<file path="src/design/tcc_pkg.sv">
// shared constants and types of the timer capture/compare block
package tcc_pkg;
    localparam int ADDR_W = 8;

    localparam logic [7:0] OFS_CTRL_ONE  = 8'h00;
    localparam logic [7:0] OFS_CTRL_TWO  = 8'h04;
    localparam logic [7:0] OFS_STATUS    = 8'h08;
    localparam logic [7:0] OFS_CAP1_HIGH = 8'h0C;
    localparam logic [7:0] OFS_CAP1_LOW  = 8'h10;
    localparam logic [7:0] OFS_CMP1_HIGH = 8'h14;
    localparam logic [7:0] OFS_CMP1_LOW  = 8'h18;
    localparam logic [7:0] OFS_CAP2_HIGH = 8'h1C;
    localparam logic [7:0] OFS_CAP2_LOW  = 8'h20;
    localparam logic [7:0] OFS_CMP2_HIGH = 8'h24;
    localparam logic [7:0] OFS_CMP2_LOW  = 8'h28;
    localparam logic [7:0] OFS_CNT_HIGH  = 8'h2C;
    localparam logic [7:0] OFS_CNT_LOW   = 8'h30;

    localparam logic [15:0] CMP_RESET = 16'h8000;
    localparam logic [15:0] CNT_RESET = 16'hFFFC;
    localparam logic [15:0] CAP_RESET = 16'h0000;
    localparam logic [7:0]  CTL_RESET = 8'h00;

    // status bit positions
    localparam int ST_CAP1   = 7;
    localparam int ST_MATCH1 = 6;
    localparam int ST_CAP2   = 4;
    localparam int ST_MATCH2 = 3;

    localparam logic [1:0] TICK_DIV2 = 2'h0;
    localparam logic [1:0] TICK_DIV4 = 2'h1;
    localparam logic [1:0] TICK_DIV8 = 2'h2;
    localparam logic [1:0] TICK_EXT  = 2'h3;

    localparam logic [2:0] PRE_MASK_DIV2 = 3'h1;
    localparam logic [2:0] PRE_MASK_DIV4 = 3'h3;
    localparam logic [2:0] PRE_MASK_DIV8 = 3'h7;

    typedef struct packed {
        logic capture_irq_enable;
        logic match_irq_enable;
        logic spare;
        logic force_level_bit2;
        logic force_level_bit1;
        logic output_level_bit2;
        logic capture_edge_select1;
        logic output_level_bit1;
    } tcc_ctrl_one_s;

    typedef struct packed {
        logic       compare_pin_enable1;
        logic       compare_pin_enable2;
        logic       one_pulse_select;
        logic       pwm_select;
        logic [1:0] tick_select;
        logic       capture_edge_select2;
        logic       ext_edge_select;
    } tcc_ctrl_two_s;
endpackage

</file>
<file path="src/design/tcc_timer.sv">
// capture/compare channels of a 16-bit free-running timer behind an APB slave
// What this block does
// - an active edge on a capture pin copies the 16-bit counter into its register
// - capture registers are read-only; writes leave them unchanged
// - edge select bit per channel: channel 1 in control one, channel 2 in control two
// - a capture sets its flag; interrupt when enabled and cpu mask clear
// - one capture interrupt enable covers both capture channels
// - capture flag clears after status read seeing it, then capture low access
// - after capture high read, captures are blocked until capture low is read
// - each new capture overwrites the previous value
// - in one-pulse or pwm mode only capture channel 2 captures normally
// - capture pins are watched always, whatever the pin direction
// - reduced variant: no capture 2, compare 2 write-only, both channel 2 flags zero
// - compare registers checked each tick; match sets flag except in pwm mode and for compare 1 in one-pulse mode, maskable interrupt
// - compare registers read/write, untouched by hardware, reset to 8000h
// - on match with pin enable the pin takes its level bit, pin 2 only outside one-pulse and pwm mode; latch low in reset
// - match flag clears after status read seeing it, then compare low access
// - writing compare high suspends the channel until compare low is written
// - with pin enable clear no level is driven; flag and interrupt still work
// - div2 tick matches at counter one below compare; slower ticks at counter equal
// - force bit copies level bit to pin at once, no flag, no interrupt
// - force bits do nothing in one-pulse or pwm mode
// - one-pulse select in control two takes over capture 1 and compare 1
// - tick select picks cpu clock over 2, 4 or 8, or the external tick
// - counter restarts from FFFCh on reset and on a counter low write
//
// Our own choices: the APB slave port and the address map.
`timescale 1ns/100ps

module tcc_timer #(
    parameter bit REDUCED_CH2 = 1'b0
) (
    input  wire logic                       clk_sys,
    input  wire logic                       rst_n,
    input  wire logic                       psel,
    input  wire logic                       penable,
    input  wire logic                       pwrite,
    input  wire logic [tcc_pkg::ADDR_W-1:0] paddr,
    input  wire logic [31:0]                pwdata,
    output logic [31:0]                     prdata,
    output logic                            pready,
    output logic                            pslverr,
    input  wire logic [1:0]                 capture_input_pin,
    input  wire logic                       external_tick_pin,
    input  wire logic                       cpu_irq_mask,
    output logic                            timer_irq,
    output logic [1:0]                      compare_output_pin,
    output logic [1:0]                      compare_output_pin_oe
);
    import tcc_pkg::*;

    tcc_ctrl_one_s ctrl_one;
    tcc_ctrl_two_s ctrl_two;

    logic [1:0]  cap_meta;
    logic [1:0]  cap_sync;
    logic [1:0]  cap_prev;
    logic        ext_meta;
    logic        ext_sync;
    logic        ext_prev;
    logic [15:0] cnt;
    logic [2:0]  pre;
    logic [15:0] capture_value [2];
    logic [15:0] compare_value [2];
    logic [1:0]  capture_flag;
    logic [1:0]  match_flag;
    logic [1:0]  cap_arm;
    logic [1:0]  match_arm;
    logic [1:0]  cap_lock;
    logic [1:0]  cmp_hold;
    logic [1:0]  pin;

    logic        setup;
    logic        rd;
    logic        wr;
    logic        tick;
    logic [2:0]  pre_mask;
    logic        pwm_on;
    logic        opm_on;
    logic        opm_start;
    logic [1:0]  edge_sel;
    logic [1:0]  cap_edge;
    logic [1:0]  match;
    logic [1:0]  cap_set;
    logic [1:0]  match_set;
    logic [1:0]  cap_clr;
    logic [1:0]  match_clr;
    logic [1:0]  cap_low_acc;
    logic [1:0]  cmp_low_acc;
    logic [1:0]  cap_high_rd;
    logic [1:0]  cmp_high_wr;
    logic [1:0]  cmp_low_wr;
    logic        cnt_low_wr;
    logic        force_wr;
    logic [7:0]  next_rdata;
    logic        addr_ok;

    assign setup  = psel & ~penable;
    assign rd     = psel & penable & ~pwrite;
    assign wr     = psel & penable & pwrite;
    assign pready = 1'b1;

    // pins from outside pass two flip-flops before use
    always_ff @(posedge clk_sys or negedge rst_n) begin
        if (!rst_n) begin
            cap_meta <= 2'h0;
            cap_sync <= 2'h0;
            cap_prev <= 2'h0;
            ext_meta <= 1'b0;
            ext_sync <= 1'b0;
            ext_prev <= 1'b0;
        end else begin
            cap_meta <= capture_input_pin;
            cap_sync <= cap_meta;
            cap_prev <= cap_sync;
            ext_meta <= external_tick_pin;
            ext_sync <= ext_meta;
            ext_prev <= ext_sync;
        end
    end

    // access decode
    assign cap_low_acc[0] = psel & penable & (paddr == OFS_CAP1_LOW);
    assign cap_low_acc[1] = psel & penable & (paddr == OFS_CAP2_LOW);
    assign cmp_low_acc[0] = psel & penable & (paddr == OFS_CMP1_LOW);
    assign cmp_low_acc[1] = psel & penable & (paddr == OFS_CMP2_LOW);
    assign cap_high_rd[0] = rd & (paddr == OFS_CAP1_HIGH);
    assign cap_high_rd[1] = rd & (paddr == OFS_CAP2_HIGH) & ~REDUCED_CH2;
    assign cmp_high_wr[0] = wr & (paddr == OFS_CMP1_HIGH);
    assign cmp_high_wr[1] = wr & (paddr == OFS_CMP2_HIGH);
    assign cmp_low_wr     = cmp_low_acc & {2{pwrite}};
    assign cnt_low_wr     = wr & (paddr == OFS_CNT_LOW);
    assign force_wr       = wr & (paddr == OFS_CTRL_ONE);

    // control registers
    always_ff @(posedge clk_sys or negedge rst_n) begin
        if (!rst_n) begin
            ctrl_one <= tcc_ctrl_one_s'(CTL_RESET);
            ctrl_two <= tcc_ctrl_two_s'(CTL_RESET);
        end else begin
            if (force_wr) begin
                ctrl_one <= tcc_ctrl_one_s'(pwdata[7:0]);
            end
            if (wr && paddr == OFS_CTRL_TWO) begin
                ctrl_two <= tcc_ctrl_two_s'(pwdata[7:0]);
            end
        end
    end

    assign pwm_on   = ctrl_two.pwm_select;
    assign opm_on   = ctrl_two.one_pulse_select & ~ctrl_two.pwm_select;
    assign edge_sel = {ctrl_two.capture_edge_select2, ctrl_one.capture_edge_select1};

    // timer tick from the prescaler or the external pin
    always_comb begin
        case (ctrl_two.tick_select)
            TICK_DIV2: pre_mask = PRE_MASK_DIV2;
            TICK_DIV4: pre_mask = PRE_MASK_DIV4;
            TICK_DIV8: pre_mask = PRE_MASK_DIV8;
            default:   pre_mask = PRE_MASK_DIV8;
        endcase
        if (ctrl_two.tick_select == TICK_EXT) begin
            tick = (ext_sync != ext_prev) && (ext_sync == ctrl_two.ext_edge_select);
        end else begin
            tick = (pre & pre_mask) == pre_mask;
        end
    end

    always_ff @(posedge clk_sys or negedge rst_n) begin
        if (!rst_n) begin
            pre <= 3'h0;
        end else begin
            pre <= pre + 3'h1;
        end
    end

    // capture edges are seen whatever the pin direction
    assign cap_edge  = (cap_sync ^ cap_prev) & ~(cap_sync ^ edge_sel);
    assign opm_start = cap_edge[0] & opm_on;

    // compare match timing depends on tick rate
    always_comb begin
        for (int i = 0; i < 2; i++) begin
            if (ctrl_two.tick_select == TICK_DIV2) begin
                match[i] = tick & ~cmp_hold[i] & (16'(cnt + 16'h1) == compare_value[i]);
            end else begin
                match[i] = tick & ~cmp_hold[i] & (cnt == compare_value[i]);
            end
        end
    end

    // free-running counter
    always_ff @(posedge clk_sys or negedge rst_n) begin
        if (!rst_n) begin
            cnt <= CNT_RESET;
        end else if (cnt_low_wr || opm_start || (pwm_on && match[1])) begin
            cnt <= CNT_RESET;
        end else if (tick) begin
            cnt <= cnt + 16'h1;
        end
    end

    // flag set and clear terms
    assign cap_set[0]   = (cap_edge[0] & ~cap_lock[0] & ~opm_on & ~pwm_on)
                          | opm_start | (pwm_on & match[1]);
    assign cap_set[1]   = cap_edge[1] & ~cap_lock[1] & ~REDUCED_CH2;
    assign match_set[0] = match[0] & ~opm_on & ~pwm_on;
    assign match_set[1] = match[1] & ~pwm_on & ~REDUCED_CH2;
    assign cap_clr      = cap_arm & cap_low_acc;
    assign match_clr    = match_arm & cmp_low_acc;

    // capture registers, loaded only by hardware
    always_ff @(posedge clk_sys or negedge rst_n) begin
        if (!rst_n) begin
            capture_value[0] <= CAP_RESET;
            capture_value[1] <= CAP_RESET;
        end else begin
            for (int i = 0; i < 2; i++) begin
                if (cap_set[i]) begin
                    capture_value[i] <= cnt;
                end
            end
        end
    end

    // high byte read locks capture until the low byte read
    always_ff @(posedge clk_sys or negedge rst_n) begin
        if (!rst_n) begin
            cap_lock <= 2'h0;
        end else begin
            for (int i = 0; i < 2; i++) begin
                if (cap_high_rd[i]) begin
                    cap_lock[i] <= 1'b1;
                end else if (cap_low_acc[i] && !pwrite) begin
                    cap_lock[i] <= 1'b0;
                end
            end
        end
    end

    // flags: a set in the clearing cycle wins
    always_ff @(posedge clk_sys or negedge rst_n) begin
        if (!rst_n) begin
            capture_flag <= 2'h0;
            match_flag   <= 2'h0;
        end else begin
            capture_flag <= cap_set | (capture_flag & ~cap_clr);
            match_flag   <= match_set | (match_flag & ~match_clr);
        end
    end

    // armed latches for the two-step clear
    always_ff @(posedge clk_sys or negedge rst_n) begin
        if (!rst_n) begin
            cap_arm   <= 2'h0;
            match_arm <= 2'h0;
        end else begin
            if (rd && paddr == OFS_STATUS) begin
                cap_arm   <= cap_arm | {prdata[ST_CAP2], prdata[ST_CAP1]};
                match_arm <= match_arm | {prdata[ST_MATCH2], prdata[ST_MATCH1]};
            end else begin
                cap_arm   <= cap_arm & ~cap_low_acc;
                match_arm <= match_arm & ~cmp_low_acc;
            end
        end
    end

    // compare registers, written only by software
    always_ff @(posedge clk_sys or negedge rst_n) begin
        if (!rst_n) begin
            compare_value[0] <= CMP_RESET;
            compare_value[1] <= CMP_RESET;
            cmp_hold         <= 2'h0;
        end else begin
            for (int i = 0; i < 2; i++) begin
                if (cmp_high_wr[i]) begin
                    compare_value[i][15:8] <= pwdata[7:0];
                    cmp_hold[i]            <= 1'b1;
                end else if (cmp_low_wr[i]) begin
                    compare_value[i][7:0] <= pwdata[7:0];
                    cmp_hold[i]           <= 1'b0;
                end
            end
        end
    end

    // compare pin latches
    always_ff @(posedge clk_sys or negedge rst_n) begin
        if (!rst_n) begin
            pin <= 2'h0;
        end else begin
            if (opm_start || (pwm_on && match[1])) begin
                pin[0] <= ctrl_one.output_level_bit2;
            end else if (match[0] && ctrl_two.compare_pin_enable1) begin
                pin[0] <= ctrl_one.output_level_bit1;
            end else if (force_wr && pwdata[3] && !opm_on && !pwm_on) begin
                pin[0] <= pwdata[0];
            end
            if (match[1] && ctrl_two.compare_pin_enable2 && !opm_on && !pwm_on) begin
                pin[1] <= ctrl_one.output_level_bit2;
            end else if (force_wr && pwdata[4] && !opm_on && !pwm_on) begin
                pin[1] <= pwdata[2];
            end
        end
    end

    assign compare_output_pin    = pin;
    assign compare_output_pin_oe = {ctrl_two.compare_pin_enable2, ctrl_two.compare_pin_enable1};

    // one timer interrupt gated by the cpu mask
    assign timer_irq = ~cpu_irq_mask & ((ctrl_one.capture_irq_enable & (|capture_flag))
                       | (ctrl_one.match_irq_enable & (|match_flag)));

    // read mux
    always_comb begin
        next_rdata = 8'h00;
        addr_ok    = 1'b1;
        case (paddr)
            OFS_CTRL_ONE:  next_rdata = ctrl_one;
            OFS_CTRL_TWO:  next_rdata = ctrl_two;
            OFS_STATUS: begin
                next_rdata[ST_CAP1]   = capture_flag[0];
                next_rdata[ST_MATCH1] = match_flag[0];
                next_rdata[ST_CAP2]   = capture_flag[1];
                next_rdata[ST_MATCH2] = match_flag[1];
            end
            OFS_CAP1_HIGH: next_rdata = capture_value[0][15:8];
            OFS_CAP1_LOW:  next_rdata = capture_value[0][7:0];
            OFS_CMP1_HIGH: next_rdata = compare_value[0][15:8];
            OFS_CMP1_LOW:  next_rdata = compare_value[0][7:0];
            OFS_CAP2_HIGH: next_rdata = REDUCED_CH2 ? 8'h00 : capture_value[1][15:8];
            OFS_CAP2_LOW:  next_rdata = REDUCED_CH2 ? 8'h00 : capture_value[1][7:0];
            OFS_CMP2_HIGH: next_rdata = REDUCED_CH2 ? 8'h00 : compare_value[1][15:8];
            OFS_CMP2_LOW:  next_rdata = REDUCED_CH2 ? 8'h00 : compare_value[1][7:0];
            OFS_CNT_HIGH:  next_rdata = cnt[15:8];
            OFS_CNT_LOW:   next_rdata = cnt[7:0];
            default:       addr_ok = 1'b0;
        endcase
    end

    // read data is caught in the setup cycle and held through the access
    always_ff @(posedge clk_sys or negedge rst_n) begin
        if (!rst_n) begin
            prdata <= 32'h0;
        end else if (setup) begin
            prdata <= {24'h0, next_rdata};
        end
    end

    assign pslverr = psel & penable & ~addr_ok;
endmodule

</file>
<file path="config.mk">
export PLATFORM = sky130hd
export DESIGN_NAME = tcc_timer
export DESIGN_NICKNAME = d
export VERILOG_FILES = /design/src/design/tcc_pkg.sv /design/src/design/tcc_timer.sv
export SDC_FILE = /design/constraint.sdc
export NUM_CORES = 1
export LEC_CHECK = 0
export ABC_CLOCK_PERIOD_IN_PS = 2950
export BUFFER_PORTS_ARGS = -buffer_cell sky130_fd_sc_hd__buf_4
export CORE_MARGIN = 10
export CORE_UTILIZATION = 53
export CTS_CLUSTER_SIZE = 30
export DETAILED_ROUTE_END_ITERATION = 12
export PLACE_DENSITY = 0.8
export REMOVE_ABC_BUFFERS = 1
export SLEW_MARGIN = 30
export SYNTH_ARGS = -nofsm -noshare
export SYNTH_HDL_FRONTEND = slang
export SYNTH_SLANG_ARGS = --single-unit
</file>
<file path="constraint.sdc">
create_clock -name clk_sys -period 2.95 [get_ports clk_sys]
set_clock_uncertainty 0.15 [all_clocks]
set_input_delay 0.295 -clock clk_sys [delete_from_list [all_inputs] [get_ports clk_sys]]
set_output_delay 0.295 -clock clk_sys [all_outputs]
set_load 0.005 [all_outputs]
</file>
==> impl_metrics.yaml <==
outcome:
  status: "finished, violations left"
  violations: "negative setup slack"
power:
  pwr-share-comb_pct: 23.9
  p_int_mw: 4.130
  clkPwrFrac_pct: 38.1
  pwr_density_cell_nw_per_um2: 667.6
  worst_ir_drop_vdd_mv: 0.5133
  total_power_mw: 5.830
  seqPwrFrac_pct: 38.0
  p_switching_mw: 1.699
  swShare_pct: 29.15
  leakage_nw: 4.048
final_layout:
  areaGrowthSynthToFinish_pct: 24.74
  final_util_pct: 68.36
  fin_cells: 929
  fillerInstances: 891
  antenna_cells: 0
  nets: 796
  final_common_cell: "buf_4"
  final_cell_area_um2: 8732
  final_cell_mix: "buf_4 (115), dfrtp_1 (114), mux2_2 (73), nand2_1 (59), nor2_1 (31)"
  drive_gt1_share_pct: 36.59
logic_synthesis:
  synth_edf_count: 0
  synthFlopType: "dfrtp_1"
  synth_area_um2: 7000
  syn_avg_cell_area_um2: 10.97
  async_reset_ff_share_pct: 100.0
  synth_compound_area_share_pct: 12.76
  yosys_warnings: 0
  syn_inst: 638
  ys_seq_elements: 130
  synth-xor-area-share_pct: 7.131
  ys_seq_area_share_pct: 46.76
  synth-simple-area-share_pct: 13.14
  synth_top_family_by_area: "multiplexers"
  synth.distinct_cells: 59
  yosys.area_share.adder_pct: 0.3575
  yosys-mux-area-fraction_pct: 14.39
floorplanning:
  fp.coreArea_um2: 12770
  initial_core_util_pct: 54.80
  io_pins: 88
  fp.dieArea_um2: 18200
  dieWidth_um: 134.9
  die_y_um: 134.9
  rows: 41
grt:
  grt_max_degree: 56
  grt_util_met3_pct: 6.083
  grt_busiest_layer: "met2"
  use_met1_pct: 30.01
  grt_usage_pct: 24.56
  overflow: 0
  use_met2_pct: 39.23
  grt_pass1_vias: 6299
  antenna_found_initial: 0
  grt_pass1_wl_um: 34640
worst_hold_path:
  holdPathStages: 2
  hp-class: "primary input to flip-flop"
worst_setup_path:
  cp-end-kind: "flip-flop"
  worstSetupPathType: "flip-flop to flip-flop"
  cp_data_arrival_time_ps: 3240
  critical_path.max_stage_delay_ps: 350
  cpMostUsedCell: "buf_4"
  reg2reg_from: "cnt[0]"
  cp_num_cells: 12
  start_kind: "flip-flop"
  required_ps: 3100
  crit_start: "cnt[0]"
  slowest_stage: "dfrtp_1"
  path_buf_inv: 4
  reg2reg_slack_ps: -140
  crit_family: "simple AND/OR/NAND/NOR gates"
  critPathCapture: "compare_output_pin[0]"
  reg2reg_depth: 12
  rr_endpoint: "compare_output_pin[0]"
  worstPathMaxFanout: 9
  path_cells: "buf_4 -> nand4bb_1 -> buf_4 -> buf_4 -> nor3_1 -> xor2_1 -> o21ai_0 -> o2111ai_1 -> nor4_2 -> buf_4 -> mux2i_1 -> mux2i_1"
placement:
  dpl.hpwl_um: 15470
  pre_cts_slack_ps: -185.4
  dp_cells: 890
  io_buffers: 38
  dpl_cell_area_um2: 7856
  place.gp.congestion: 0.9713
drt:
  drc: 0
  first_pass_iters: 6
  routed_wl_um: 22250
  via_per_inst: 6.366
  postRouteAntennaNets: 0
  vias: 5914
  drt-wirelength-per-cell_um: 23.95
  dr.first_iter.drc_count: 789
clock_tree:
  clockRootBuffer: "clkbuf_16"
  tritoncts: "yes"
  htree_levels: 4
  clk_pin_slew_ps: 50
  clock_latency_ps: 430
  clockBufferDepth: 2
  cts_made_buffers: 17
  numClockSinks: 130
sta:
  fin_crit_sh_pct: 104.6
  setup_tns_ps: -656.4
  hold_viol_final: 0
  whs_ps: 19.16
  timing.fmax_ghz: 0.3241
  period_minus_slack_ps: 3085
  tightest_slew_ps: 939.7
  fin_ws_ps: -135.4
  slew_headroom_pct: 37.36
  setup_viol: 17
  rsz0062_at_grt: "yes"
  drv_slew: 0
job:
  cap_viol_max_count: 0
-- power by group through the flow --
stage	Sequential [mW]	Clock, mW	Combinational, mW
after CTS	2.21	2.23	1.32
after global routing	2.24	2.32	1.49
after detailed placement	2.22	0	1.25
after floorplan	2.27	0	0.628
after global placement	2.21	0	1.23
final	2.22	2.22	1.40
-- cell usage after synthesis, types with 6 or more instances --
| library cell | number | share of area [%] |
|---|---|---|
| a21oi_1 | 16 | 1.1 |
| o21ai_0 | 12 | 0.86 |
| nand2b_1 | 7 | 0.63 |
| mux2_4 | 9 | 1.9 |
| buf_4 | 27 | 2.9 |
| a21o_1 | 11 | 1.2 |
| xnor2_1 | 33 | 4.1 |
| a221oi_1 | 21 | 2.6 |
| a22o_1 | 19 | 2.4 |
| mux2_2 | 73 | 12 |
| a31oi_1 | 8 | 0.71 |
| nor2b_1 | 6 | 0.54 |
| nand4_1 | 12 | 1.1 |
| nor2_1 | 31 | 1.7 |
| dfstp_2 | 16 | 6.0 |
| dfrtp_1 | 114 | 41 |
| nand2_1 | 59 | 3.2 |
| nor4_1 | 8 | 0.71 |
| buf_2 | 9 | 0.64 |
| xor2_1 | 24 | 3.0 |
| nand3_1 | 8 | 0.57 |
| clkbuf_1 | 21 | 1.1 |
| nor3_1 | 10 | 0.71 |
| a22oi_1 | 10 | 1.1 |
-- per-layer routing --
metal | up-vias | part of all wire (%)
met3 | 90 | 11
met5 | - | 0
met2 | 399 | 46
met4 | 0 | 4.5
li1 | 2504 | -
met1 | 2921 | 39
-- worst min-delay path by stage --
stage | start | end | slack [ps]
after CTS | pwdata[5] | compare_value[13] | 8
after detailed placement | cap_meta[1] | cap_sync[1] | 190
after global placement | ext_meta | ext_sync | 190
final | pwdata[0] | ctrl_one[0] | 20
after global routing | pwdata[5] | compare_value[13] | 20
after floorplan | rst_n | cap_arm[0] | -150
-- cell families (layout without fill, tap and decap cells) --
logic type,Yosys count,in the layout
compound gates,119,119
xor+xnor,57,57
buf+inv,66,162
mux,87,87
other cells,2,25
simple gates,175,175
fa+ha+maj,2,2
flops,130,130
-- area by class of cell --
type / instances / area, um2 / area share (%)
clock buffers: 21 / 460.4 / 5.273
inverters: 5 / 18.77 / 0.2149
multi-input cells: 465 / 3608 / 41.32
clock inverters: 10 / 157.7 / 1.805
well taps: 172 / 215.2 / 2.465
flip-flops and latches: 130 / 3273 / 37.48
repair buffers: 126 / 998.5 / 11.43
-- flip-flops by register name, indices dropped and copies added, names as in the netlist, 3 cells and up --
signal / count
capture_value: 32
cnt: 16
compare_value: 32
ctrl_one: 8
ctrl_two: 5
prdata: 8
pre: 3
-- timing repair --
item | in CTS | in global routing
pin swaps | 5 | 1
endpoints found under the setup margin | 35 | 35
endpoints found under the hold margin | 46 | 0
resized for setup | 17 | 14
setup buffers | 2 | 2
hold buffers | 5 | 0
gates cloned | 0 | 0
Note: power is estimated with default switching activity, not from simulation.
